[config.mk]
export PLATFORM = sky130hd
export DESIGN_NAME = fsms_top
export DESIGN_NICKNAME = d
export VERILOG_FILES = /design/src/include/fsms_pkg.sv /design/src/rtl/fsms_top.sv /design/src/rtl/fsms_axil.sv
export SDC_FILE = /design/constraint.sdc
export NUM_CORES = 1
export LEC_CHECK = 0
export ABC_AREA = 1
export BUFFER_PORTS_ARGS = -buffer_cell sky130_fd_sc_hd__buf_4
export CAP_MARGIN = 20
export CORE_MARGIN = 8
export CORE_UTILIZATION = 53
export CTS_CLUSTER_DIAMETER = 30
export DETAILED_ROUTE_END_ITERATION = 12
export PLACE_DENSITY = 0.86
export SYNTH_ARGS = -nofsm -noshare
export SYNTH_HDL_FRONTEND = slang
export SYNTH_SLANG_ARGS = --single-unit
export TNS_END_PERCENT = 5
[constraint.sdc]
create_clock -name core_clk -period 4.05 [get_ports core_clk]
set_input_delay 0.81 -clock core_clk [delete_from_list [all_inputs] [get_ports core_clk]]
set_output_delay 0.81 -clock core_clk [all_outputs]
set_load 0.01 [all_outputs]
[src/include/fsms_pkg.sv]
// Shared constants and types of the flash status and mat select block
package fsms_pkg;

	// ------------------------------------------------------------
	// Bus geometry
	// ------------------------------------------------------------
	localparam int FSMS_ADDR_W = 8; // Byte address width of the slave
	localparam int FSMS_DATA_W = 32; // AXI4-Lite data width
	localparam logic [1:0] FSMS_RESP_OKAY = 2'h0; // Normal answer
	localparam logic [1:0] FSMS_RESP_SLVERR = 2'h2; // Unmapped address

	// ------------------------------------------------------------
	// Register byte offsets
	// ------------------------------------------------------------
	localparam logic [7:0] FSMS_OFS_STATUS = 8'h00; // flash_status, read only
	localparam logic [7:0] FSMS_OFS_MAT_SELECT = 8'h04; // mat_select
	localparam logic [7:0] FSMS_OFS_CMD_CTRL = 8'h08; // Command enable control
	localparam logic [7:0] FSMS_OFS_IRQ_STATUS = 8'h0c; // Sticky events, write one to clear
	localparam logic [7:0] FSMS_OFS_IRQ_MASK = 8'h10; // Interrupt enables

	// ------------------------------------------------------------
	// Field positions of flash_status
	// ------------------------------------------------------------
	localparam int FSMS_ST_FLASH_READY = 0; // Main flash ready
	localparam int FSMS_ST_DATA_READY = 1; // Data flash ready
	localparam int FSMS_ST_PROG_ERR = 3; // Program error
	localparam int FSMS_ST_SUSPEND = 4; // Erase suspended
	localparam int FSMS_ST_ERASE_ERR = 5; // Erase or blank check error

	// ------------------------------------------------------------
	// Other fields and values
	// ------------------------------------------------------------
	localparam int FSMS_CTRL_CMD_EN = 0; // software_command_enable bit
	localparam int FSMS_IRQ_W = 3; // Number of interrupt events
	localparam int FSMS_IRQ_DONE = 0; // Operation finished
	localparam int FSMS_IRQ_ERROR = 1; // Operation ended with an error
	localparam int FSMS_IRQ_REFUSED = 2; // Request refused
	localparam logic [7:0] FSMS_BOOT_MAT_CODE = 8'haa; // Selects the user boot mat
	localparam logic [7:0] FSMS_MAT_RST_BOOT = 8'haa; // Odd bits set, user boot mode
	localparam logic [7:0] FSMS_MAT_RST_OTHER = 8'h00; // Reset value, other modes
	localparam logic [2:0] FSMS_IRQ_RST = 3'h0; // Reset of status and mask

	// ------------------------------------------------------------
	// Types
	// ------------------------------------------------------------
	typedef enum logic [1:0] {
		FSMS_OP_ERASE,
		FSMS_OP_BLANK,
		FSMS_OP_PROGRAM
	} fsms_op_t; // Array operation kinds

	typedef enum logic [2:0] {
		FSMS_MODE_USER,
		FSMS_MODE_USER_PROGRAM,
		FSMS_MODE_USER_BOOT,
		FSMS_MODE_BOOT,
		FSMS_MODE_PROGRAMMER
	} fsms_mode_t; // Operating modes from the mode pins

	typedef enum logic [1:0] {
		FSMS_IDLE,
		FSMS_MAIN_BUSY,
		FSMS_DATA_BUSY,
		FSMS_SUSPEND
	} fsms_state_t; // Sequencer states

endpackage

[src/rtl/fsms_top.sv]
// Flash status and mat select logic with its register slave
// Behaviour
// - Failed erase sets erase error bit 5
// - Non-blank blank check sets bit 5
// - Clear status command clears both error flags
// - Bit 4 shows erase suspended state
// - Bit 3 shows program error outcome
// - Bit 2 reads zero, writes ignored
// - Bit 1 low while data flash busy
// - Bit 0 low while flash busy
// - Main ready bit resets to one
// - Code aa selects boot mat, else user
// - Mat changes directly on register write
// - User program mode never programs boot mat
// - Odd mat bits reset high in user boot mode
// - Command enable clears when flash becomes ready
//
// Implementation choices: the AXI4-Lite slave port and the register addresses.
`timescale 1ns/1ns
module fsms_top (
	// Clock and reset
	input wire logic core_clk,
	input wire logic srst,
	// AXI4-Lite write channels
	input wire logic [fsms_pkg::FSMS_ADDR_W-1:0] s_axi_awaddr,
	input wire logic s_axi_awvalid,
	output logic s_axi_awready,
	input wire logic [fsms_pkg::FSMS_DATA_W-1:0] s_axi_wdata,
	input wire logic [3:0] s_axi_wstrb,
	input wire logic s_axi_wvalid,
	output logic s_axi_wready,
	output logic [1:0] s_axi_bresp,
	output logic s_axi_bvalid,
	input wire logic s_axi_bready,
	// AXI4-Lite read channels
	input wire logic [fsms_pkg::FSMS_ADDR_W-1:0] s_axi_araddr,
	input wire logic s_axi_arvalid,
	output logic s_axi_arready,
	output logic [fsms_pkg::FSMS_DATA_W-1:0] s_axi_rdata,
	output logic [1:0] s_axi_rresp,
	output logic s_axi_rvalid,
	input wire logic s_axi_rready,
	// Mode pins and command decoder
	input wire fsms_pkg::fsms_mode_t op_mode,
	input wire logic clear_status_cmd,
	input wire logic op_req,
	input wire fsms_pkg::fsms_op_t op_kind,
	input wire logic op_data_area,
	input wire logic suspend_req,
	input wire logic resume_req,
	// Flash array
	input wire logic array_done,
	input wire logic array_fail,
	output logic array_start,
	output fsms_pkg::fsms_op_t array_kind,
	output logic array_data_area,
	output logic array_boot_mat,
	output logic array_hold,
	// Status
	output logic boot_mat_selected,
	output logic software_command_enable,
	output logic irq
);
	import fsms_pkg::*;

	// ------------------------------------------------------------
	// Declarations
	// ------------------------------------------------------------
	fsms_state_t state; // Sequencer state
	fsms_state_t next_state; // Its next value
	logic flash_ready; // Main flash ready
	logic data_area_ready; // Data flash ready
	logic erase_error_flag; // Erase or blank check error
	logic program_error_flag; // Program error
	logic [7:0] mat_select; // Mat select register
	logic cmd_en_armed; // A zero was written to the enable
	logic [FSMS_IRQ_W-1:0] irq_status; // Sticky events
	logic [FSMS_IRQ_W-1:0] irq_mask; // Interrupt enables
	logic [FSMS_IRQ_W-1:0] next_irq_status; // Next sticky events
	logic [FSMS_IRQ_W-1:0] next_irq_mask; // Next enables
	logic [7:0] next_mat_select; // Next mat select
	logic wr_fire; // Register write this edge
	logic [FSMS_ADDR_W-1:0] wr_addr; // Write offset
	logic [FSMS_DATA_W-1:0] wr_data; // Write data
	logic [3:0] wr_strb; // Write byte strobes
	logic [FSMS_ADDR_W-1:0] rd_addr; // Read offset
	wire [7:0] status_byte; // Assembled flash_status
	wire [FSMS_DATA_W-1:0] rd_data; // Read mux output
	wire rd_hit; // Read address mapped
	wire wr_hit; // Write address mapped

	// ------------------------------------------------------------
	// Bus slave
	// ------------------------------------------------------------
	fsms_axil u_axil (
		.core_clk(core_clk),
		.srst(srst),
		.s_axi_awaddr(s_axi_awaddr),
		.s_axi_awvalid(s_axi_awvalid),
		.s_axi_awready(s_axi_awready),
		.s_axi_wdata(s_axi_wdata),
		.s_axi_wstrb(s_axi_wstrb),
		.s_axi_wvalid(s_axi_wvalid),
		.s_axi_wready(s_axi_wready),
		.s_axi_bresp(s_axi_bresp),
		.s_axi_bvalid(s_axi_bvalid),
		.s_axi_bready(s_axi_bready),
		.s_axi_araddr(s_axi_araddr),
		.s_axi_arvalid(s_axi_arvalid),
		.s_axi_arready(s_axi_arready),
		.s_axi_rdata(s_axi_rdata),
		.s_axi_rresp(s_axi_rresp),
		.s_axi_rvalid(s_axi_rvalid),
		.s_axi_rready(s_axi_rready),
		.wr_fire(wr_fire),
		.wr_addr(wr_addr),
		.wr_data(wr_data),
		.wr_strb(wr_strb),
		.wr_hit(wr_hit),
		.rd_addr(rd_addr),
		.rd_data(rd_data),
		.rd_hit(rd_hit)
	);

	// ------------------------------------------------------------
	// Address decode
	// ------------------------------------------------------------
	// Registers are at most eight bits wide, only lane 0 carries them
	wire wr_lane0 = wr_fire & wr_strb[0];
	wire wr_mat = wr_lane0 & (wr_addr == FSMS_OFS_MAT_SELECT);
	wire wr_ctrl = wr_lane0 & (wr_addr == FSMS_OFS_CMD_CTRL);
	wire wr_istat = wr_lane0 & (wr_addr == FSMS_OFS_IRQ_STATUS);
	wire wr_imask = wr_lane0 & (wr_addr == FSMS_OFS_IRQ_MASK);
	// Status accepts writes but ignores them
	assign wr_hit = (wr_addr == FSMS_OFS_STATUS) | (wr_addr == FSMS_OFS_MAT_SELECT)
		| (wr_addr == FSMS_OFS_CMD_CTRL) | (wr_addr == FSMS_OFS_IRQ_STATUS)
		| (wr_addr == FSMS_OFS_IRQ_MASK);
	wire rd_status = rd_addr == FSMS_OFS_STATUS;
	wire rd_mat = rd_addr == FSMS_OFS_MAT_SELECT;
	wire rd_ctrl = rd_addr == FSMS_OFS_CMD_CTRL;
	wire rd_istat = rd_addr == FSMS_OFS_IRQ_STATUS;
	wire rd_imask = rd_addr == FSMS_OFS_IRQ_MASK;
	assign rd_hit = rd_status | rd_mat | rd_ctrl | rd_istat | rd_imask;

	// ------------------------------------------------------------
	// Read data
	// ------------------------------------------------------------
	// Bits 7, 6 and 2 are tied low; writes never reach them
	assign status_byte = {2'h0, erase_error_flag, state == FSMS_SUSPEND,
		program_error_flag, 1'b0, data_area_ready, flash_ready};
	assign rd_data = rd_status ? {24'h0, status_byte}
		: rd_mat ? {24'h0, mat_select}
		: rd_ctrl ? {31'h0, software_command_enable}
		: rd_istat ? {29'h0, irq_status}
		: rd_imask ? {29'h0, irq_mask}
		: 32'h0;

	// ------------------------------------------------------------
	// Request qualification
	// ------------------------------------------------------------
	// Boot mat programming is barred in user program mode
	wire boot_refused = (op_mode == FSMS_MODE_USER_PROGRAM) && boot_mat_selected
		&& (op_kind == FSMS_OP_PROGRAM) && !op_data_area;
	wire mode_ok = op_mode != FSMS_MODE_USER;
	wire op_accept = op_req && (state == FSMS_IDLE) && software_command_enable
		&& mode_ok && !boot_refused;
	wire op_reject = op_req && !op_accept;
	wire busy = (state == FSMS_MAIN_BUSY) || (state == FSMS_DATA_BUSY);
	// Completion only counts while an operation runs
	wire op_finish = array_done && busy;
	wire go_suspend = suspend_req && busy && (array_kind == FSMS_OP_ERASE);
	wire go_resume = resume_req && (state == FSMS_SUSPEND);
	// Error sources split by operation kind
	wire set_erase_err = op_finish && array_fail && (array_kind != FSMS_OP_PROGRAM);
	wire set_prog_err = op_finish && array_fail && (array_kind == FSMS_OP_PROGRAM);

	// ------------------------------------------------------------
	// Next state
	// ------------------------------------------------------------
	// Done wins over a suspend request in the same cycle
	always_comb begin
		next_state = state;
		unique case (state)
			FSMS_IDLE: begin
				if (op_accept) begin
					next_state = op_data_area ? FSMS_DATA_BUSY : FSMS_MAIN_BUSY;
				end
			end
			FSMS_MAIN_BUSY, FSMS_DATA_BUSY: begin
				if (op_finish) begin
					next_state = FSMS_IDLE;
				end else if (go_suspend) begin
					next_state = FSMS_SUSPEND;
				end
			end
			FSMS_SUSPEND: begin
				if (go_resume) begin
					next_state = array_data_area ? FSMS_DATA_BUSY : FSMS_MAIN_BUSY;
				end
			end
		endcase
	end

	// Ready levels follow the next state
	wire next_busy = (next_state == FSMS_MAIN_BUSY) || (next_state == FSMS_DATA_BUSY);
	wire next_ready = !next_busy;
	wire next_data_ready = next_state != FSMS_DATA_BUSY;
	wire ready_rise = next_ready && !flash_ready;

	// ------------------------------------------------------------
	// Sequencer and ready flags
	// ------------------------------------------------------------
	// Nothing runs at reset, so both ready bits start high
	always_ff @(posedge core_clk) begin
		if (srst) begin
			state <= FSMS_IDLE;
			flash_ready <= 1'b1;
			data_area_ready <= 1'b1;
		end else begin
			state <= next_state;
			flash_ready <= next_ready;
			data_area_ready <= next_data_ready;
		end
	end

	// ------------------------------------------------------------
	// Error flags
	// ------------------------------------------------------------
	// A new error beats a clear status in the same cycle
	always_ff @(posedge core_clk) begin
		if (srst) begin
			erase_error_flag <= 1'b0;
			program_error_flag <= 1'b0;
		end else begin
			if (set_erase_err) begin
				erase_error_flag <= 1'b1;
			end else if (clear_status_cmd) begin
				erase_error_flag <= 1'b0;
			end
			if (set_prog_err) begin
				program_error_flag <= 1'b1;
			end else if (clear_status_cmd) begin
				program_error_flag <= 1'b0;
			end
		end
	end

	// ------------------------------------------------------------
	// Mat select
	// ------------------------------------------------------------
	// Written value takes effect at once on the mat choice
	assign next_mat_select = wr_mat ? wr_data[7:0] : mat_select;

	// Reset value depends on the mode pins, sampled synchronously
	always_ff @(posedge core_clk) begin
		if (srst) begin
			if (op_mode == FSMS_MODE_USER_BOOT) begin
				mat_select <= FSMS_MAT_RST_BOOT;
				boot_mat_selected <= 1'b1;
			end else begin
				mat_select <= FSMS_MAT_RST_OTHER;
				boot_mat_selected <= 1'b0;
			end
		end else begin
			mat_select <= next_mat_select;
			boot_mat_selected <= next_mat_select == FSMS_BOOT_MAT_CODE;
		end
	end

	// ------------------------------------------------------------
	// Command enable
	// ------------------------------------------------------------
	// Setting needs a zero written first; ready rise clears it
	always_ff @(posedge core_clk) begin
		if (srst) begin
			software_command_enable <= 1'b0;
			cmd_en_armed <= 1'b0;
		end else if (ready_rise) begin
			software_command_enable <= 1'b0;
			cmd_en_armed <= 1'b0;
		end else if (wr_ctrl) begin
			if (!wr_data[FSMS_CTRL_CMD_EN]) begin
				software_command_enable <= 1'b0;
				cmd_en_armed <= 1'b1;
			end else if (cmd_en_armed) begin
				software_command_enable <= 1'b1;
				cmd_en_armed <= 1'b0;
			end
		end
	end

	// ------------------------------------------------------------
	// Array control
	// ------------------------------------------------------------
	// Operation parameters latched at acceptance
	always_ff @(posedge core_clk) begin
		if (srst) begin
			array_start <= 1'b0;
			array_kind <= FSMS_OP_ERASE;
			array_data_area <= 1'b0;
			array_boot_mat <= 1'b0;
			array_hold <= 1'b0;
		end else begin
			array_start <= op_accept;
			array_hold <= next_state == FSMS_SUSPEND;
			if (op_accept) begin
				array_kind <= op_kind;
				array_data_area <= op_data_area;
				array_boot_mat <= boot_mat_selected && !op_data_area;
			end
		end
	end

	// ------------------------------------------------------------
	// Interrupts
	// ------------------------------------------------------------
	wire [FSMS_IRQ_W-1:0] irq_event = {op_reject, set_erase_err | set_prog_err, op_finish};
	wire [FSMS_IRQ_W-1:0] irq_clear = wr_istat ? wr_data[FSMS_IRQ_W-1:0] : FSMS_IRQ_RST;
	// Events beat a write-one clear in the same cycle
	assign next_irq_status = (irq_status & ~irq_clear) | irq_event;
	assign next_irq_mask = wr_imask ? wr_data[FSMS_IRQ_W-1:0] : irq_mask;

	// Level output follows unmasked sticky bits
	always_ff @(posedge core_clk) begin
		if (srst) begin
			irq_status <= FSMS_IRQ_RST;
			irq_mask <= FSMS_IRQ_RST;
			irq <= 1'b0;
		end else begin
			irq_status <= next_irq_status;
			irq_mask <= next_irq_mask;
			irq <= |(next_irq_status & next_irq_mask);
		end
	end

	// ------------------------------------------------------------
	// Assertions
	// ------------------------------------------------------------
	a_erase_err_set: assert property (@(posedge core_clk) disable iff (srst)
		(op_finish && array_fail && array_kind == FSMS_OP_ERASE) |=> status_byte[5])
		else $error("erase failure did not set error flag");
	a_blank_err_set: assert property (@(posedge core_clk) disable iff (srst)
		(op_finish && array_fail && array_kind == FSMS_OP_BLANK) |=> erase_error_flag)
		else $error("blank check failure did not set error flag");
	a_clear_status: assert property (@(posedge core_clk) disable iff (srst)
		(clear_status_cmd && !op_finish) |=> !erase_error_flag && !program_error_flag)
		else $error("clear status left an error flag set");
	a_suspend_bit: assert property (@(posedge core_clk) disable iff (srst)
		(go_suspend && !op_finish) |=> status_byte[4] && array_hold && flash_ready)
		else $error("suspend not shown in status");
	a_prog_err_set: assert property (@(posedge core_clk) disable iff (srst)
		(op_finish && array_fail && array_kind == FSMS_OP_PROGRAM)
		|=> status_byte[3] && !$changed(erase_error_flag))
		else $error("program failure not reported on bit 3");
	a_bit2_zero: assert property (@(posedge core_clk) disable iff (srst)
		wr_fire && wr_addr == FSMS_OFS_STATUS |=> !status_byte[2] && !status_byte[7])
		else $error("status reserved bit changed");
	a_data_busy: assert property (@(posedge core_clk) disable iff (srst)
		(op_accept && op_data_area) |=> !data_area_ready && !flash_ready && array_start)
		else $error("data flash busy not shown");
	a_main_busy: assert property (@(posedge core_clk) disable iff (srst)
		(op_accept && !op_data_area) |=> !flash_ready && data_area_ready)
		else $error("main flash busy not shown");
	a_done_ready: assert property (@(posedge core_clk) disable iff (srst)
		op_finish |=> flash_ready && data_area_ready && state == FSMS_IDLE)
		else $error("ready not restored after completion");
	a_ready_reset: assert property (@(posedge core_clk)
		!srst && $past(srst) |-> flash_ready && !status_byte[5] && !status_byte[3])
		else $error("status wrong after reset");
	a_boot_code: assert property (@(posedge core_clk) disable iff (srst)
		wr_mat |=> boot_mat_selected == ($past(wr_data[7:0]) == FSMS_BOOT_MAT_CODE))
		else $error("mat choice does not follow written code");
	a_boot_refuse: assert property (@(posedge core_clk) disable iff (srst)
		(op_req && boot_refused) |=> !array_start ##1 irq_status[FSMS_IRQ_REFUSED])
		else $error("boot mat programmed in user program mode");
	a_mat_reset: assert property (@(posedge core_clk)
		!srst && $past(srst) |-> mat_select == (($past(op_mode) == FSMS_MODE_USER_BOOT)
		? FSMS_MAT_RST_BOOT : FSMS_MAT_RST_OTHER))
		else $error("mat select reset value wrong");
	a_cmd_en_clear: assert property (@(posedge core_clk) disable iff (srst)
		$rose(flash_ready) |-> !software_command_enable)
		else $error("command enable not cleared on ready");
	a_err_sticky: assert property (@(posedge core_clk) disable iff (srst)
		(erase_error_flag && !clear_status_cmd) |=> erase_error_flag)
		else $error("erase error flag dropped without clear");

endmodule // fsms_top

[src/rtl/fsms_axil.sv]
// AXI4-Lite slave front end of the flash status block
`timescale 1ns/1ns
module fsms_axil (
	// Clock and reset
	input wire logic core_clk,
	input wire logic srst,
	// Write address and data channels
	input wire logic [fsms_pkg::FSMS_ADDR_W-1:0] s_axi_awaddr,
	input wire logic s_axi_awvalid,
	output logic s_axi_awready,
	input wire logic [fsms_pkg::FSMS_DATA_W-1:0] s_axi_wdata,
	input wire logic [3:0] s_axi_wstrb,
	input wire logic s_axi_wvalid,
	output logic s_axi_wready,
	// Write response channel
	output logic [1:0] s_axi_bresp,
	output logic s_axi_bvalid,
	input wire logic s_axi_bready,
	// Read channels
	input wire logic [fsms_pkg::FSMS_ADDR_W-1:0] s_axi_araddr,
	input wire logic s_axi_arvalid,
	output logic s_axi_arready,
	output logic [fsms_pkg::FSMS_DATA_W-1:0] s_axi_rdata,
	output logic [1:0] s_axi_rresp,
	output logic s_axi_rvalid,
	input wire logic s_axi_rready,
	// Register side
	output logic wr_fire,
	output logic [fsms_pkg::FSMS_ADDR_W-1:0] wr_addr,
	output logic [fsms_pkg::FSMS_DATA_W-1:0] wr_data,
	output logic [3:0] wr_strb,
	input wire logic wr_hit,
	output logic [fsms_pkg::FSMS_ADDR_W-1:0] rd_addr,
	input wire logic [fsms_pkg::FSMS_DATA_W-1:0] rd_data,
	input wire logic rd_hit
);
	import fsms_pkg::*;

	logic have_aw; // Write address held
	logic have_w; // Write data held

	// Both halves held and no response pending
	assign wr_fire = have_aw & have_w & ~s_axi_bvalid;
	// Read decode looks straight at the offered address
	assign rd_addr = s_axi_araddr;

	// ------------------------------------------------------------
	// Write path
	// ------------------------------------------------------------
	// Address and data are taken independently, response after both
	always_ff @(posedge core_clk) begin
		if (srst) begin
			have_aw <= 1'b0;
			have_w <= 1'b0;
			s_axi_awready <= 1'b1;
			s_axi_wready <= 1'b1;
			s_axi_bvalid <= 1'b0;
			s_axi_bresp <= FSMS_RESP_OKAY;
			wr_addr <= '0;
			wr_data <= '0;
			wr_strb <= 4'h0;
		end else begin
			if (s_axi_awvalid && s_axi_awready) begin
				wr_addr <= s_axi_awaddr;
				have_aw <= 1'b1;
				s_axi_awready <= 1'b0;
			end
			if (s_axi_wvalid && s_axi_wready) begin
				wr_data <= s_axi_wdata;
				wr_strb <= s_axi_wstrb;
				have_w <= 1'b1;
				s_axi_wready <= 1'b0;
			end
			if (wr_fire) begin
				// Register write happens on this edge
				have_aw <= 1'b0;
				have_w <= 1'b0;
				s_axi_bvalid <= 1'b1;
				s_axi_bresp <= wr_hit ? FSMS_RESP_OKAY : FSMS_RESP_SLVERR;
			end else if (s_axi_bvalid && s_axi_bready) begin
				// Reopen both channels once answered
				s_axi_bvalid <= 1'b0;
				s_axi_awready <= 1'b1;
				s_axi_wready <= 1'b1;
			end
		end
	end

	// ------------------------------------------------------------
	// Read path
	// ------------------------------------------------------------
	// Data captured at the address handshake, answered next cycle
	always_ff @(posedge core_clk) begin
		if (srst) begin
			s_axi_arready <= 1'b1;
			s_axi_rvalid <= 1'b0;
			s_axi_rdata <= '0;
			s_axi_rresp <= FSMS_RESP_OKAY;
		end else if (s_axi_arvalid && s_axi_arready) begin
			s_axi_rdata <= rd_data;
			s_axi_rresp <= rd_hit ? FSMS_RESP_OKAY : FSMS_RESP_SLVERR;
			s_axi_rvalid <= 1'b1;
			s_axi_arready <= 1'b0;
		end else if (s_axi_rvalid && s_axi_rready) begin
			s_axi_rvalid <= 1'b0;
			s_axi_arready <= 1'b1;
		end
	end

endmodule // fsms_axil

# --- After elaboration in Yosys (flattened, before gate mapping) ---
# Cells that the tools add are included.
# Widths: inputs -> output; s select.
totals:
  ff_bits: 90
  in_bits: 71
  out_inout_bits: 50
  word_cells: 155
classes:
  n_eq_ne: 22
  mux: 39
  bitwise_logic: 21
  n_reduce_logical: 43
ops:
  columns: ["operator", "n"]
  rows:
  - ["$mux 8", 5]
  - ["$eq 8x4->1 const B", 4]
  - ["$logic_and 1x1->1", 22]
  - ["$mux 1", 20]
  - ["$eq 8x3->1 const B", 2]
  - ["$eq 8x5->1 const B", 2]
  - ["$logic_not 8->1", 2]
  - ["$mux 2", 8]
  - ["$mux 3", 5]
  - ["$eq 2x2->1 const B", 6]
  - ["$or 1x1->1", 9]
  - ["$eq 8x8->1 const B", 1]
  - ["$reduce_bool 2->1", 4]
  - ["$and 1x1->1", 7]
  - ["$and 3x3->3", 2]
  - ["$ne 2x2->1 const B", 3]
  - ["$pmux 2 s3", 1]
  - ["$reduce_or 2->1", 3]
  - ["$logic_not 1->1", 5]
  - ["$eq 2x1->1 const B", 2]
  - ["$logic_not 2->1", 2]
  - ["$eq 3x1->1 const B", 1]
  - ["$eq 3x2->1 const B", 1]
  - ["$not 3->3", 1]
  - ["other kinds (6)", 7]

# --- Depth between registers and ports, before layout ---
# Gate-level depths: netlist (run 1).
logic_depth:
  depth_word: 13
  mapped_depth: 11
  mapped_depth_nobuf: 11

# --- Cells and area by module ---
# Synthesis (run 1) repeated with hierarchy kept, for this count alone.
hier_totals:
  cells_unflattened: 644
  area_unflattened_um2: 4763.3
by_module_without_submodules:
  columns: ["mod", "n_inst", "cells_per_inst", "area_each_um2", "seq_area_each_um2"]
  rows:
  - ["fsms_axil", 1, 381, 3037.9, 1701.6]
  - ["fsms_top", 1, 263, 1725.4, 600.6]

# --- Least setup slack after synthesis (run 1) ---
# Ideal clock, no wire load.
synth_timing:
  kind: "input-to-reg"
  start: "input port op_kind[0]"
  end: "register software_command_enable"
  setup_time_ps: 121
  t_arrival_ps: 1993
  required_time_ps: 3929
  slack_ps: 1936
  path_stages: 10
  n_path_buf: 0
  path_cell_list: "inv_1 > nand2_1 > o21ai_1 > nand2_1 > nand2_2 > o21ai_1 > a21oi_1 > ha_1 > o21ai_0 > nor2_1"
synth_via:
  elab_chain_len: 12
  word_cells_on_any_way: 13
  cone_classes: "eq/ne (3); mux (2); reduce/logical (8)"
synth_rtl:
  columns: ["element", "line_no", "text"]
  rows:
  - ["start: declaration", "fsms_top.sv:47", "input wire fsms_pkg::fsms_op_t op_kind,"]
  - ["$eq 2x2->1 *", "fsms_top.sv:163", "&& (op_kind == FSMS_OP_PROGRAM) && !op_data_area;"]
  - ["$logic_and 1x1->1 * (2 in a row)", "fsms_top.sv:163", null]
  - ["$logic_not 1->1 *", "fsms_top.sv:166", "&& mode_ok && !boot_refused;"]
  - ["$logic_and 1x1->1 *", "fsms_top.sv:166", null]
  - ["$mux 2 *", "fsms_top.sv:185", "if (op_accept) begin"]
  - ["$pmux 2 s3 *", "fsms_top.sv:183", "unique case (state)"]
  - ["named net next_state[1]", "fsms_top.sv:70", "fsms_state_t next_state;"]
  - ["$eq 2x1->1 / $eq 2x2->1 (equally long branches)", "fsms_top.sv:205", "wire next_busy = (next_state == FSMS_MAIN_BUSY) || (next_state == FSMS_DATA_BUSY);"]
  - ["$logic_or 1x1->1 *", "fsms_top.sv:205", null]
  - ["$logic_not 1->1 *", "fsms_top.sv:206", "wire next_ready = !next_busy;"]
  - ["$logic_and 1x1->1 *", "fsms_top.sv:208", "wire ready_rise = next_ready && !flash_ready;"]
  - ["$reduce_or 2->1 (no line) *", null, null]
  - ["end signal: assignment", "fsms_top.sv:276", "software_command_enable <= 1'b0;"]
  - ["end signal: assignment", "fsms_top.sv:279", "software_command_enable <= 1'b0;"]
  - ["end signal: assignment", "fsms_top.sv:283", "software_command_enable <= 1'b0;"]
  - ["end: declaration", "fsms_top.sv:61", "output logic software_command_enable,"]
# Mark *: on every way through the listed nets, which the timed path passes. The rest lies on a longest branch.
# A chain may end at the register's enable or synchronous reset.

# --- Worst setup path after layout (run 1) ---
# Same ends and word-level chain as after synthesis.

==> results of run 1 <==
[final cells by class]
type                    instances  area, sq um
fillers                       489         2046
multi-input cells             305         1484
flip-flops and latches         64         1281
repair buffers                 67        503.0
inverters                      56        210.2
clock buffers                  10        127.6
well taps                      75        93.84
clock inverters                 5        35.03
[worst register-to-register path: stages, from the launching register on]
cell     delay, ns
dfxtp_1       0.36
inv_1         0.07
ha_1          0.22
inv_1         0.11
nor2_1        0.08
nand2_2       0.14
o21ai_1       0.10
a21oi_1       0.29
ha_1          0.31
o21ai_0       0.30
nor2_1        0.09
[worst max-delay path by stage]
stage	from	depth (start not counted)	end	slack [ns]
CTS	op_kind[0]	11	software_command_enable	1.87
detailed placement	op_data_area	11	software_command_enable	1.53
global route	op_kind[0]	11	software_command_enable	1.74
finish	op_kind[0]	11	software_command_enable	1.81
global placement	op_kind[0]	11	software_command_enable	1.61
floorplan	op_kind[0]	10	software_command_enable	1.94
[power breakdown]
group	switching, W	total [W]	internal (W)
clock network	0.000235	0.000453	0.000218
logic	0.0000943	0.000160	0.0000657
registers	0.0000196	0.000675	0.000656
[kinds of logic after synthesis]
family                   count (synthesis)  synth area share
AND/OR/NAND/NOR                        193            0.2863
AO/OA/AOI/OAI                           82            0.1431
buffers and inverters                   91            0.1415
other                                    1          0.001205
adder cells (fa/ha/maj)                  4           0.01608
flip-flops                              64            0.4117
[through the flow]
step / std cells / hold WS [ns] / utilization / instance area [sq um]
2_1_floorplan: 460 / 0.4301 / - / 3206
5_1_grt: 582 / 0.4845 / 0.6461 / 3735
6_report: 582 / 0.4564 / 0.6461 / 3735
3_3_place_gp: 567 / 0.4459 / 0.6180 / 3572
4_1_cts: 582 / 0.4594 / 0.6461 / 3735
3_5_place_dp: 567 / 0.4509 / 0.6180 / 3572
[metal layers]
layer,GRT usage,vias to the layer above,share of wire
li1,-,1480,-
met1,0.1841,1273,0.42
met2,0.2855,99,0.48
met3,0.06068,12,0.095
met4,0.08054,0,0.013
met5,0,-,0
[Yosys cell counts]
| cell | number |
|---|---|
| nor4_2 | 1 |
| nor3_2 | 2 |
| nor2_4 | 3 |
| nor2_8 | 1 |
| conb_1 | 1 |
| o211ai_1 | 5 |
| inv_1 | 46 |
| and2_1 | 1 |
| o21bai_1 | 1 |
| ha_1 | 4 |
| o21a_1 | 1 |
| dfxtp_1 | 64 |
| o21ai_2 | 2 |
| buf_4 | 26 |
| nor2_1 | 53 |
| a21oi_1 | 31 |
| inv_2 | 8 |
| nand3b_1 | 2 |
| nand3_2 | 1 |
| nand2_4 | 2 |
| clkinv_1 | 2 |
| buf_2 | 1 |
| nor3_1 | 3 |
| nor4_1 | 1 |
| o21ai_0 | 25 |
| o21ai_1 | 15 |
| nand2_2 | 5 |
| clkbuf_1 | 8 |
| nand2_1 | 83 |
| nor2_2 | 5 |
| o21bai_2 | 1 |
| nand3_1 | 25 |
| nand4_1 | 5 |
| a21oi_2 | 1 |
[flip-flops by register name, indices dropped and copies added, names as in the netlist, 2 cells and up]
register and count:
irq_status 3, state 2, array_kind 2, u_axil.s_axi_rdata 8, irq_mask 3, mat_select 8, u_axil.wr_addr 8, u_axil.wr_data 8
==> impl_metrics.py, run 1 <==
metrics = {
    "power": {
        "p_leak_nw": 1.792,
        "max-vdd-ir-drop_v": 0.0002741,
        "power_w": 0.001289,
        "cellPowerDensity_mw_per_mm2": 345.0,
    },
    "synth": {
        "synthCells": 435,
        "synth_top_area_frac": 0.4117,
        "synth.cell_area_sq_mm": 0.003112,
        "yosys_register_bits": 64,
        "yosysTopAreaCell": "dfxtp_1",
        "syn_area_per_cell_sq_um": 7.153,
        "yosys_warnings": 0,
        "seq_area_frac_synth": 0.4117,
        "ys_types": 34,
        "ys_top_cells_by_area": "dfxtp_1, nand2_1, nor2_1",
    },
    "global_routing": {
        "grt_pass1_wl_microns": 11810,
        "track_usage": 0.1687,
        "antenna_found_initial": 0,
        "grt_start_max_net_pins": 33,
        "grt_pass1_vias": 2748,
        "grt.overflow.total": 0,
    },
    "route": {
        "drt_wl_total_microns": 6944,
        "detail_route.wl_per_cell_microns": 11.93,
        "num_vias": 2864,
        "ant_nets": 0,
        "vias_per_cell": 4.921,
        "drt-initial-drc-count": 177,
        "drc_errors": 0,
        "first_pass_iters": 5,
    },
    "hold_path": {
        "holdPathEnd": "u_axil.wr_data[5]",
        "hold_depth": 2,
        "hold_path_startpoint": "u_axil.wr_data[5]",
        "worstHoldPathType": "flip-flop to flip-flop",
    },
    "timing": {
        "post-route-worst-setup-slack_ns": 1.808,
        "hold_violations": 0,
        "worst_pin_slew_ns": 0.8589,
        "rsz0062_at_grt": "false",
        "min_period_over_period": 0.5537,
        "slew_violations": 0,
        "slew_headroom": 0.4268,
        "period_minus_slack_ns": 2.242,
        "setup_viol": 0,
        "finalClockSkew_ns": 0.009507,
        "fmax_ghz": 0.4459,
        "tns_ns": 0,
    },
    "place": {
        "io_buffers": 67,
        "place_ws_ns": 1.528,
        "gp_congestion": 0.8546,
        "dp_hpwl_microns": 5467,
    },
    "cts": {
        "insertion_delay_ns": 0.34,
        "post_cts_resize_count": 0,
        "clock_path_buffers": 2,
        "cts_tree": "done",
        "numClockSinks": 64,
        "htreeDepth": 3,
        "cts_root_buf": "clkbuf_8",
        "clk_pin_slew_worst_paths_ns": 0.06,
        "cts_setup_buffers": 0,
        "hold_buffers": 0,
        "cts_made_buffers": 9,
    },
    "worst_setup_path": {
        "arrival_ns": 2.46,
        "critPathSlowestCell": "ha_1",
        "cp_top_family": "compound AO/OA/AOI/OAI gates",
        "worstSetupEndpointType": "flip-flop",
        "crit_buf_inv": 2,
        "critPathLaunchType": "input port",
        "cp_max_fo": 8,
        "path_cells": "buf_4, inv_1, nand2_1, o21ai_1, nand2_1, nand2_2, o21ai_1, a21oi_1, ha_1, o21ai_0, nor2_1",
        "crit_type": "input port to flip-flop",
        "cp.required_ns": 4.26,
        "max_stage_delay_ns": 0.31,
        "r2r_slack_ns": 1.87,
        "r2r-end": "software_command_enable",
        "r2r_cells": 10,
        "r2r_start": "state[0]",
    },
    "floorplan": {
        "die-area_sq_mm": 0.008579,
        "coreArea_sq_mm": 0.005781,
        "die_h_microns": 92.63,
        "num_rows": 28,
        "io_pins": 121,
        "fp.dieW_microns": 92.63,
        "start_util": 0.5383,
    },
    "finish": {
        "layout_commonest_cell": "nand2_1",
        "n_antenna_cell": 0,
        "area_growth_pct": 20.02,
        "layout.cells.most_common_list": "nand2_1, buf_4, dfxtp_1",
        "drive_gt1_frac": 0.2229,
        "nets": 578,
    },
    "outcome": {
        "outcome": "completed",
    },
    "run": {
        "drv_cap": 0,
    },
}
No activity file was read; power rests on OpenSTA's default activity.
==> run 2, diff against run 1 <==
--- a/config.mk
+++ b/config.mk
@@ -9,10 +9,10 @@
 export BUFFER_PORTS_ARGS = -buffer_cell sky130_fd_sc_hd__buf_4
 export CAP_MARGIN = 20
 export CORE_MARGIN = 8
-export CORE_UTILIZATION = 53
+export CORE_UTILIZATION = 49
 export CTS_CLUSTER_DIAMETER = 30
 export DETAILED_ROUTE_END_ITERATION = 12
-export PLACE_DENSITY = 0.86
+export PLACE_DENSITY = 0.8
 export SYNTH_ARGS = -nofsm -noshare
 export SYNTH_HDL_FRONTEND = slang
 export SYNTH_SLANG_ARGS = --single-unit
==> constraint.sdc (replaced) <==
create_clock -name core_clk -period 2.3 [get_ports core_clk]
set_input_delay 0.46 -clock core_clk [delete_from_list [all_inputs] [get_ports core_clk]]
set_output_delay 0.46 -clock core_clk [all_outputs]
set_load 0.01 [all_outputs]
==> impl_metrics.py, run 2 (synthesized netlist as in run 1, its figures left out) <==
metrics = {
    "floorplan": {
        "coreArea_sq_mm": 0.006241,
        "num_rows": 29,
        "die-area_sq_mm": 0.009157,
        "start_util": 0.4986,
        "io_pins": 121,
        "die_h_microns": 95.69,
        "fp.dieW_microns": 95.69,
    },
    "run": {
        "drv_cap": 0,
    },
    "cts": {
        "insertion_delay_ns": 0.34,
        "post_cts_resize_count": 0,
        "clk_pin_slew_worst_paths_ns": 0.06,
        "hold_buffers": 0,
        "cts_tree": "done",
        "numClockSinks": 64,
        "cts_made_buffers": 9,
        "clock_path_buffers": 2,
        "cts_setup_buffers": 0,
        "cts_root_buf": "clkbuf_8",
        "htreeDepth": 3,
    },
    "worst_setup_path": {
        "worstSetupEndpointType": "flip-flop",
        "crit_type": "flip-flop to flip-flop",
        "cp_max_fo": 8,
        "max_stage_delay_ns": 0.38,
        "cp.required_ns": 2.52,
        "arrival_ns": 2.31,
        "critPathLaunchType": "flip-flop",
        "path_cells": "inv_1, ha_1, inv_1, nor2_1, nand2_2, o21ai_1, a21oi_1, ha_1, o21ai_0, nor2_1",
        "critPathSlowestCell": "dfxtp_1",
    },
    "place": {
        "io_buffers": 67,
        "dpl_cell_area_sq_mm": 0.003597,
        "gp_congestion": 0.8397,
        "dp_hpwl_microns": 5740,
    },
    "finish": {
        "area_growth_pct": 21.59,
        "drive_gt1_frac": 0.2275,
        "fill_cells": 599,
        "layout.cells.most_common_list": "nand2_1, buf_4, dfxtp_1",
        "n_antenna_cell": 0,
        "design_area_sq_mm": 0.003784,
        "layout_commonest_cell": "nand2_1",
        "nets": 581,
    },
    "route": {
        "drt-initial-drc-count": 180,
        "vias_per_cell": 4.809,
        "drt_wl_total_microns": 7277,
        "first_pass_iters": 4,
        "ant_nets": 0,
        "num_vias": 2823,
        "detail_route.wl_per_cell_microns": 12.40,
        "drc_errors": 0,
    },
    "timing": {
        "period_minus_slack_ns": 2.090,
        "rsz0062_at_grt": "false",
        "setup_viol": 0,
        "tns_ns": 0,
        "min_period_over_period": 0.9088,
        "hold_violations": 0,
        "fmax_ghz": 0.4784,
        "finalClockSkew_ns": 0.01067,
        "slew_violations": 0,
    },
    "power": {
        "p_clk_frac": 0.387,
        "power_frac_comb": 0.119,
        "cellPowerDensity_mw_per_mm2": 635.8,
        "max-vdd-ir-drop_v": 0.0004098,
        "power_w": 0.002406,
        "swShare": 0.2550,
        "p_int_w": 0.001792,
        "p_sw_w": 0.0006135,
        "p_seq_frac": 0.494,
        "p_leak_nw": 1.824,
    },
    "hold_path": {
        "worstHoldPathType": "input port to flip-flop",
    },
    "outcome": {
        "outcome": "completed",
    },
    "global_routing": {
        "antenna_found_initial": 0,
        "grt_pass1_vias": 2654,
        "track_usage": 0.1606,
        "grt.overflow.total": 0,
        "grt_start_max_net_pins": 30,
        "grt_pass1_wl_microns": 11450,
    },
}
## run 2: path summary, 6_finish.rpt
kind	startpoint	slack (ns)	endpoint	depth (start not counted)
worst min-delay path	s_axi_wvalid	0.31	u_axil.s_axi_wready	2
worst max-delay path	state[0]	0.21	software_command_enable	10
worst min register to register	cmd_en_armed	0.46	cmd_en_armed	2
worst max register to register	state[0]	0.21	software_command_enable	10
## run 2: per-stage QoR
step,setup slack [ns],hold slack [ns],std cells,utilization
3_5_place_dp,0.2352,0.4554,572,0.5764
3_3_place_gp,0.2699,0.4523,572,0.5764
5_1_grt,0.06561,0.3071,587,0.6063
2_1_floorplan,0.5358,0.4301,460,-
6_report,0.2098,0.3093,587,0.6063
4_1_cts,0.2308,0.2956,587,0.6063
## run 2: layer usage
metal  part of all wire  vias to the layer above  global-route usage
li1                   -                     1472                   -
met3              0.075                       14             0.04212
met4              0.024                        0              0.1076
met2               0.49                       77              0.2623
met1               0.41                     1260              0.1814
met5                  0                        -                   0
## run 2: power groups by stage
stage	Sequential, W	Clock [W]	Combinational [W]
6_report	0.00119	0.000930	0.000287
5_1_grt	0.00119	0.00101	0.000322
4_1_cts	0.00119	0.000950	0.000288
3_5_place_dp	0.00121	0	0.000286
3_3_place_gp	0.00121	0	0.000279
2_1_floorplan	0.00121	0	0.000199
## run 2: area by class of cell
cell class                 count  area (sq um)  share of cell area
clock inverter                 4         45.04             0.01190
timing repair buffer          70         525.5              0.1389
multi-input combinational    305          1484              0.3922
clock buffer                  11         141.4             0.03737
tap                           77         96.34             0.02546
inverter                      56         210.2             0.05556
sequential                    64          1281              0.3386
## run 2: worst max-delay path: cells and delay by family, from the launching register on
| family | cells | cell delay (ns) |
|---|---|---|
| and+or+nand+nor | 3 | 0.32 |
| buffers and inverters | 2 | 0.20 |
| DFF | 1 | 0.38 |
| adders and majority gates | 2 | 0.51 |
| AOI/OAI and AO/OA | 3 | 0.57 |
==> run 3, diff against run 2 <==
--- a/config.mk
+++ b/config.mk
@@ -9,10 +9,11 @@
 export BUFFER_PORTS_ARGS = -buffer_cell sky130_fd_sc_hd__buf_4
 export CAP_MARGIN = 20
 export CORE_MARGIN = 8
-export CORE_UTILIZATION = 49
+export CORE_UTILIZATION = 50
+export CTS_BUF_LIST = sky130_fd_sc_hd__clkbuf_2
 export CTS_CLUSTER_DIAMETER = 30
 export DETAILED_ROUTE_END_ITERATION = 12
-export PLACE_DENSITY = 0.8
+export PLACE_DENSITY = 0.82
 export SYNTH_ARGS = -nofsm -noshare
 export SYNTH_HDL_FRONTEND = slang
 export SYNTH_SLANG_ARGS = --single-unit
==> constraint.sdc (replaced) <==
create_clock -name core_clk -period 2.3 [get_ports core_clk]
set_input_delay 0.23 -clock core_clk [delete_from_list [all_inputs] [get_ports core_clk]]
set_output_delay 0.23 -clock core_clk [all_outputs]
set_load 0.01 [all_outputs]
==> impl_metrics.py, run 3 (synthesized netlist as in run 1, its figures left out) <==
metrics = {
    "run": {
        "drv_cap": 0,
    },
    "route": {
        "drc_errors": 0,
        "ant_nets": 0,
        "drt-initial-drc-count": 170,
        "first_pass_iters": 4,
        "vias_per_cell": 4.858,
        "num_vias": 2934,
        "drt_wl_total_microns": 7661,
        "detail_route.wl_per_cell_microns": 12.68,
    },
    "power": {
        "cellPowerDensity_mw_per_mm2": 527.5,
        "power_w": 0.002042,
        "max-vdd-ir-drop_v": 0.0004712,
        "p_leak_nw": 1.862,
    },
    "place": {
        "gp_congestion": 0.8562,
        "dp_hpwl_microns": 5691,
        "io_buffers": 67,
    },
    "floorplan": {
        "start_util": 0.5225,
        "io_pins": 121,
        "die-area_sq_mm": 0.009004,
        "fp.dieW_microns": 94.89,
        "num_rows": 28,
        "die_h_microns": 94.89,
        "coreArea_sq_mm": 0.005956,
    },
    "worst_setup_path": {
        "r2r_start": "state[0]",
        "cp_max_fo": 8,
        "r2r-end": "software_command_enable",
        "critPathLaunchType": "flip-flop",
        "cp.required_ns": 2.70,
        "worstSetupEndpointType": "flip-flop",
        "arrival_ns": 2.47,
        "r2r_slack_ns": 0.24,
        "r2r_cells": 10,
        "crit_type": "flip-flop to flip-flop",
    },
    "global_routing": {
        "grt_start_max_net_pins": 31,
        "track_usage": 0.1758,
        "grt_pass1_wl_microns": 12540,
        "grt.overflow.total": 0,
        "antenna_found_initial": 0,
        "grt_pass1_vias": 2865,
    },
    "finish": {
        "fill_cells": 553,
        "seq_area_sq_mm": 0.001281,
        "multi_input_area_sq_mm": 0.001488,
        "nets": 600,
        "layout_commonest_cell": "nand2_1",
        "n_antenna_cell": 0,
        "layout.cells.most_common_list": "nand2_1, buf_4, dfxtp_1",
        "drive_gt1_frac": 0.2174,
        "area_growth_pct": 24.41,
    },
    "hold_path": {
        "worstHoldPathType": "input port to flip-flop",
        "hold_depth": 3,
        "holdPathEnd": "u_axil.wr_addr[2]",
        "hold_path_startpoint": "s_axi_awaddr[2]",
    },
    "cts": {
        "cts_made_buffers": 9,
        "clock_path_buffers": 2,
        "insertion_delay_ns": 0.49,
        "htreeDepth": 3,
        "cts_root_buf": "clkbuf_2",
        "cts_setup_buffers": 0,
        "cts_tree": "done",
        "clk_pin_slew_worst_paths_ns": 0.17,
        "numClockSinks": 64,
    },
    "timing": {
        "period_minus_slack_ns": 2.064,
        "finalClockSkew_ns": 0.02002,
        "setup_viol": 0,
        "rsz0062_at_grt": "false",
        "hold_violations": 0,
        "fmax_ghz": 0.4845,
        "min_period_over_period": 0.8973,
        "slew_violations": 0,
        "tns_ns": 0,
    },
    "outcome": {
        "outcome": "completed",
    },
}
run 3: changes by cell type in the layout (fill, tap and decap cells not counted), sizes merged:
cell / before / now
buf: 70 / 68
clkinv: 5 / 6
dlygate4sd3: 0 / 21
bufinv: 1 / 0
run 3: stage by stage:
stage	hold slack, ns	utilization	setup WS (ns)	cell area [sq um]	instances
floorplan	0.3304	-	0.5397	3206	460
global placement	0.4254	0.6011	0.3654	3580	568
detailed placement	0.4361	0.6011	0.2292	3580	568
CTS	0.001894	0.6494	0.1906	3867	604
global route	0.01468	0.6500	0.05045	3871	604
finish	0.01659	0.6500	0.2362	3871	604
run 3: metal layers:
metal  track usage  share of wire
met5             0              0
met3       0.06111          0.091
met2        0.3140           0.49
met1        0.1842           0.40
met4       0.07152          0.013
run 3: final cells by class:
type	instances	area share
multi-input combinational	305	0.3843
timing repair buffer	89	0.1862
clock inverter	4	0.005818
clock buffer	11	0.01422
sequential	64	0.3310
inverter	56	0.05430
tap	75	0.02424
run 3: repair_timing:
action	in CTS	in global routing
hold endpoints to repair	21	0
resized for setup	0	1
endpoints found under the setup margin	0	2
hold buffers	21	0
run 3: report_power, final:
group	total, W	leakage (nW)	switching [W]	internal, W
logic	0.000316	1.28	0.000176	0.000140
clock network	0.000537	0.0592	0.000396	0.000141
registers	0.00119	0.523	0.0000336	0.00116
run 3: critical path, stage by stage (launching register included):
cell     delay (ns)
dfxtp_1        0.41
inv_1          0.08
ha_1           0.22
inv_1          0.12
nor2_1         0.09
nand2_2        0.14
o21ai_1        0.10
a21oi_2        0.19
ha_1           0.28
o21ai_0        0.27
nor2_1         0.08
run 3: worst max-delay path by stage:
stage             start  slack [ns]  depth (start not counted)                 endpoint
2_1_floorplan  state[0]        0.54                         10  software_command_enable
3_3_place_gp   state[0]        0.37                         10  software_command_enable
3_5_place_dp   state[0]        0.23                         10  software_command_enable
4_1_cts        state[0]        0.19                         10  software_command_enable
5_1_grt        state[0]        0.05                         10  software_command_enable
6_report       state[0]        0.24                         10  software_command_enable
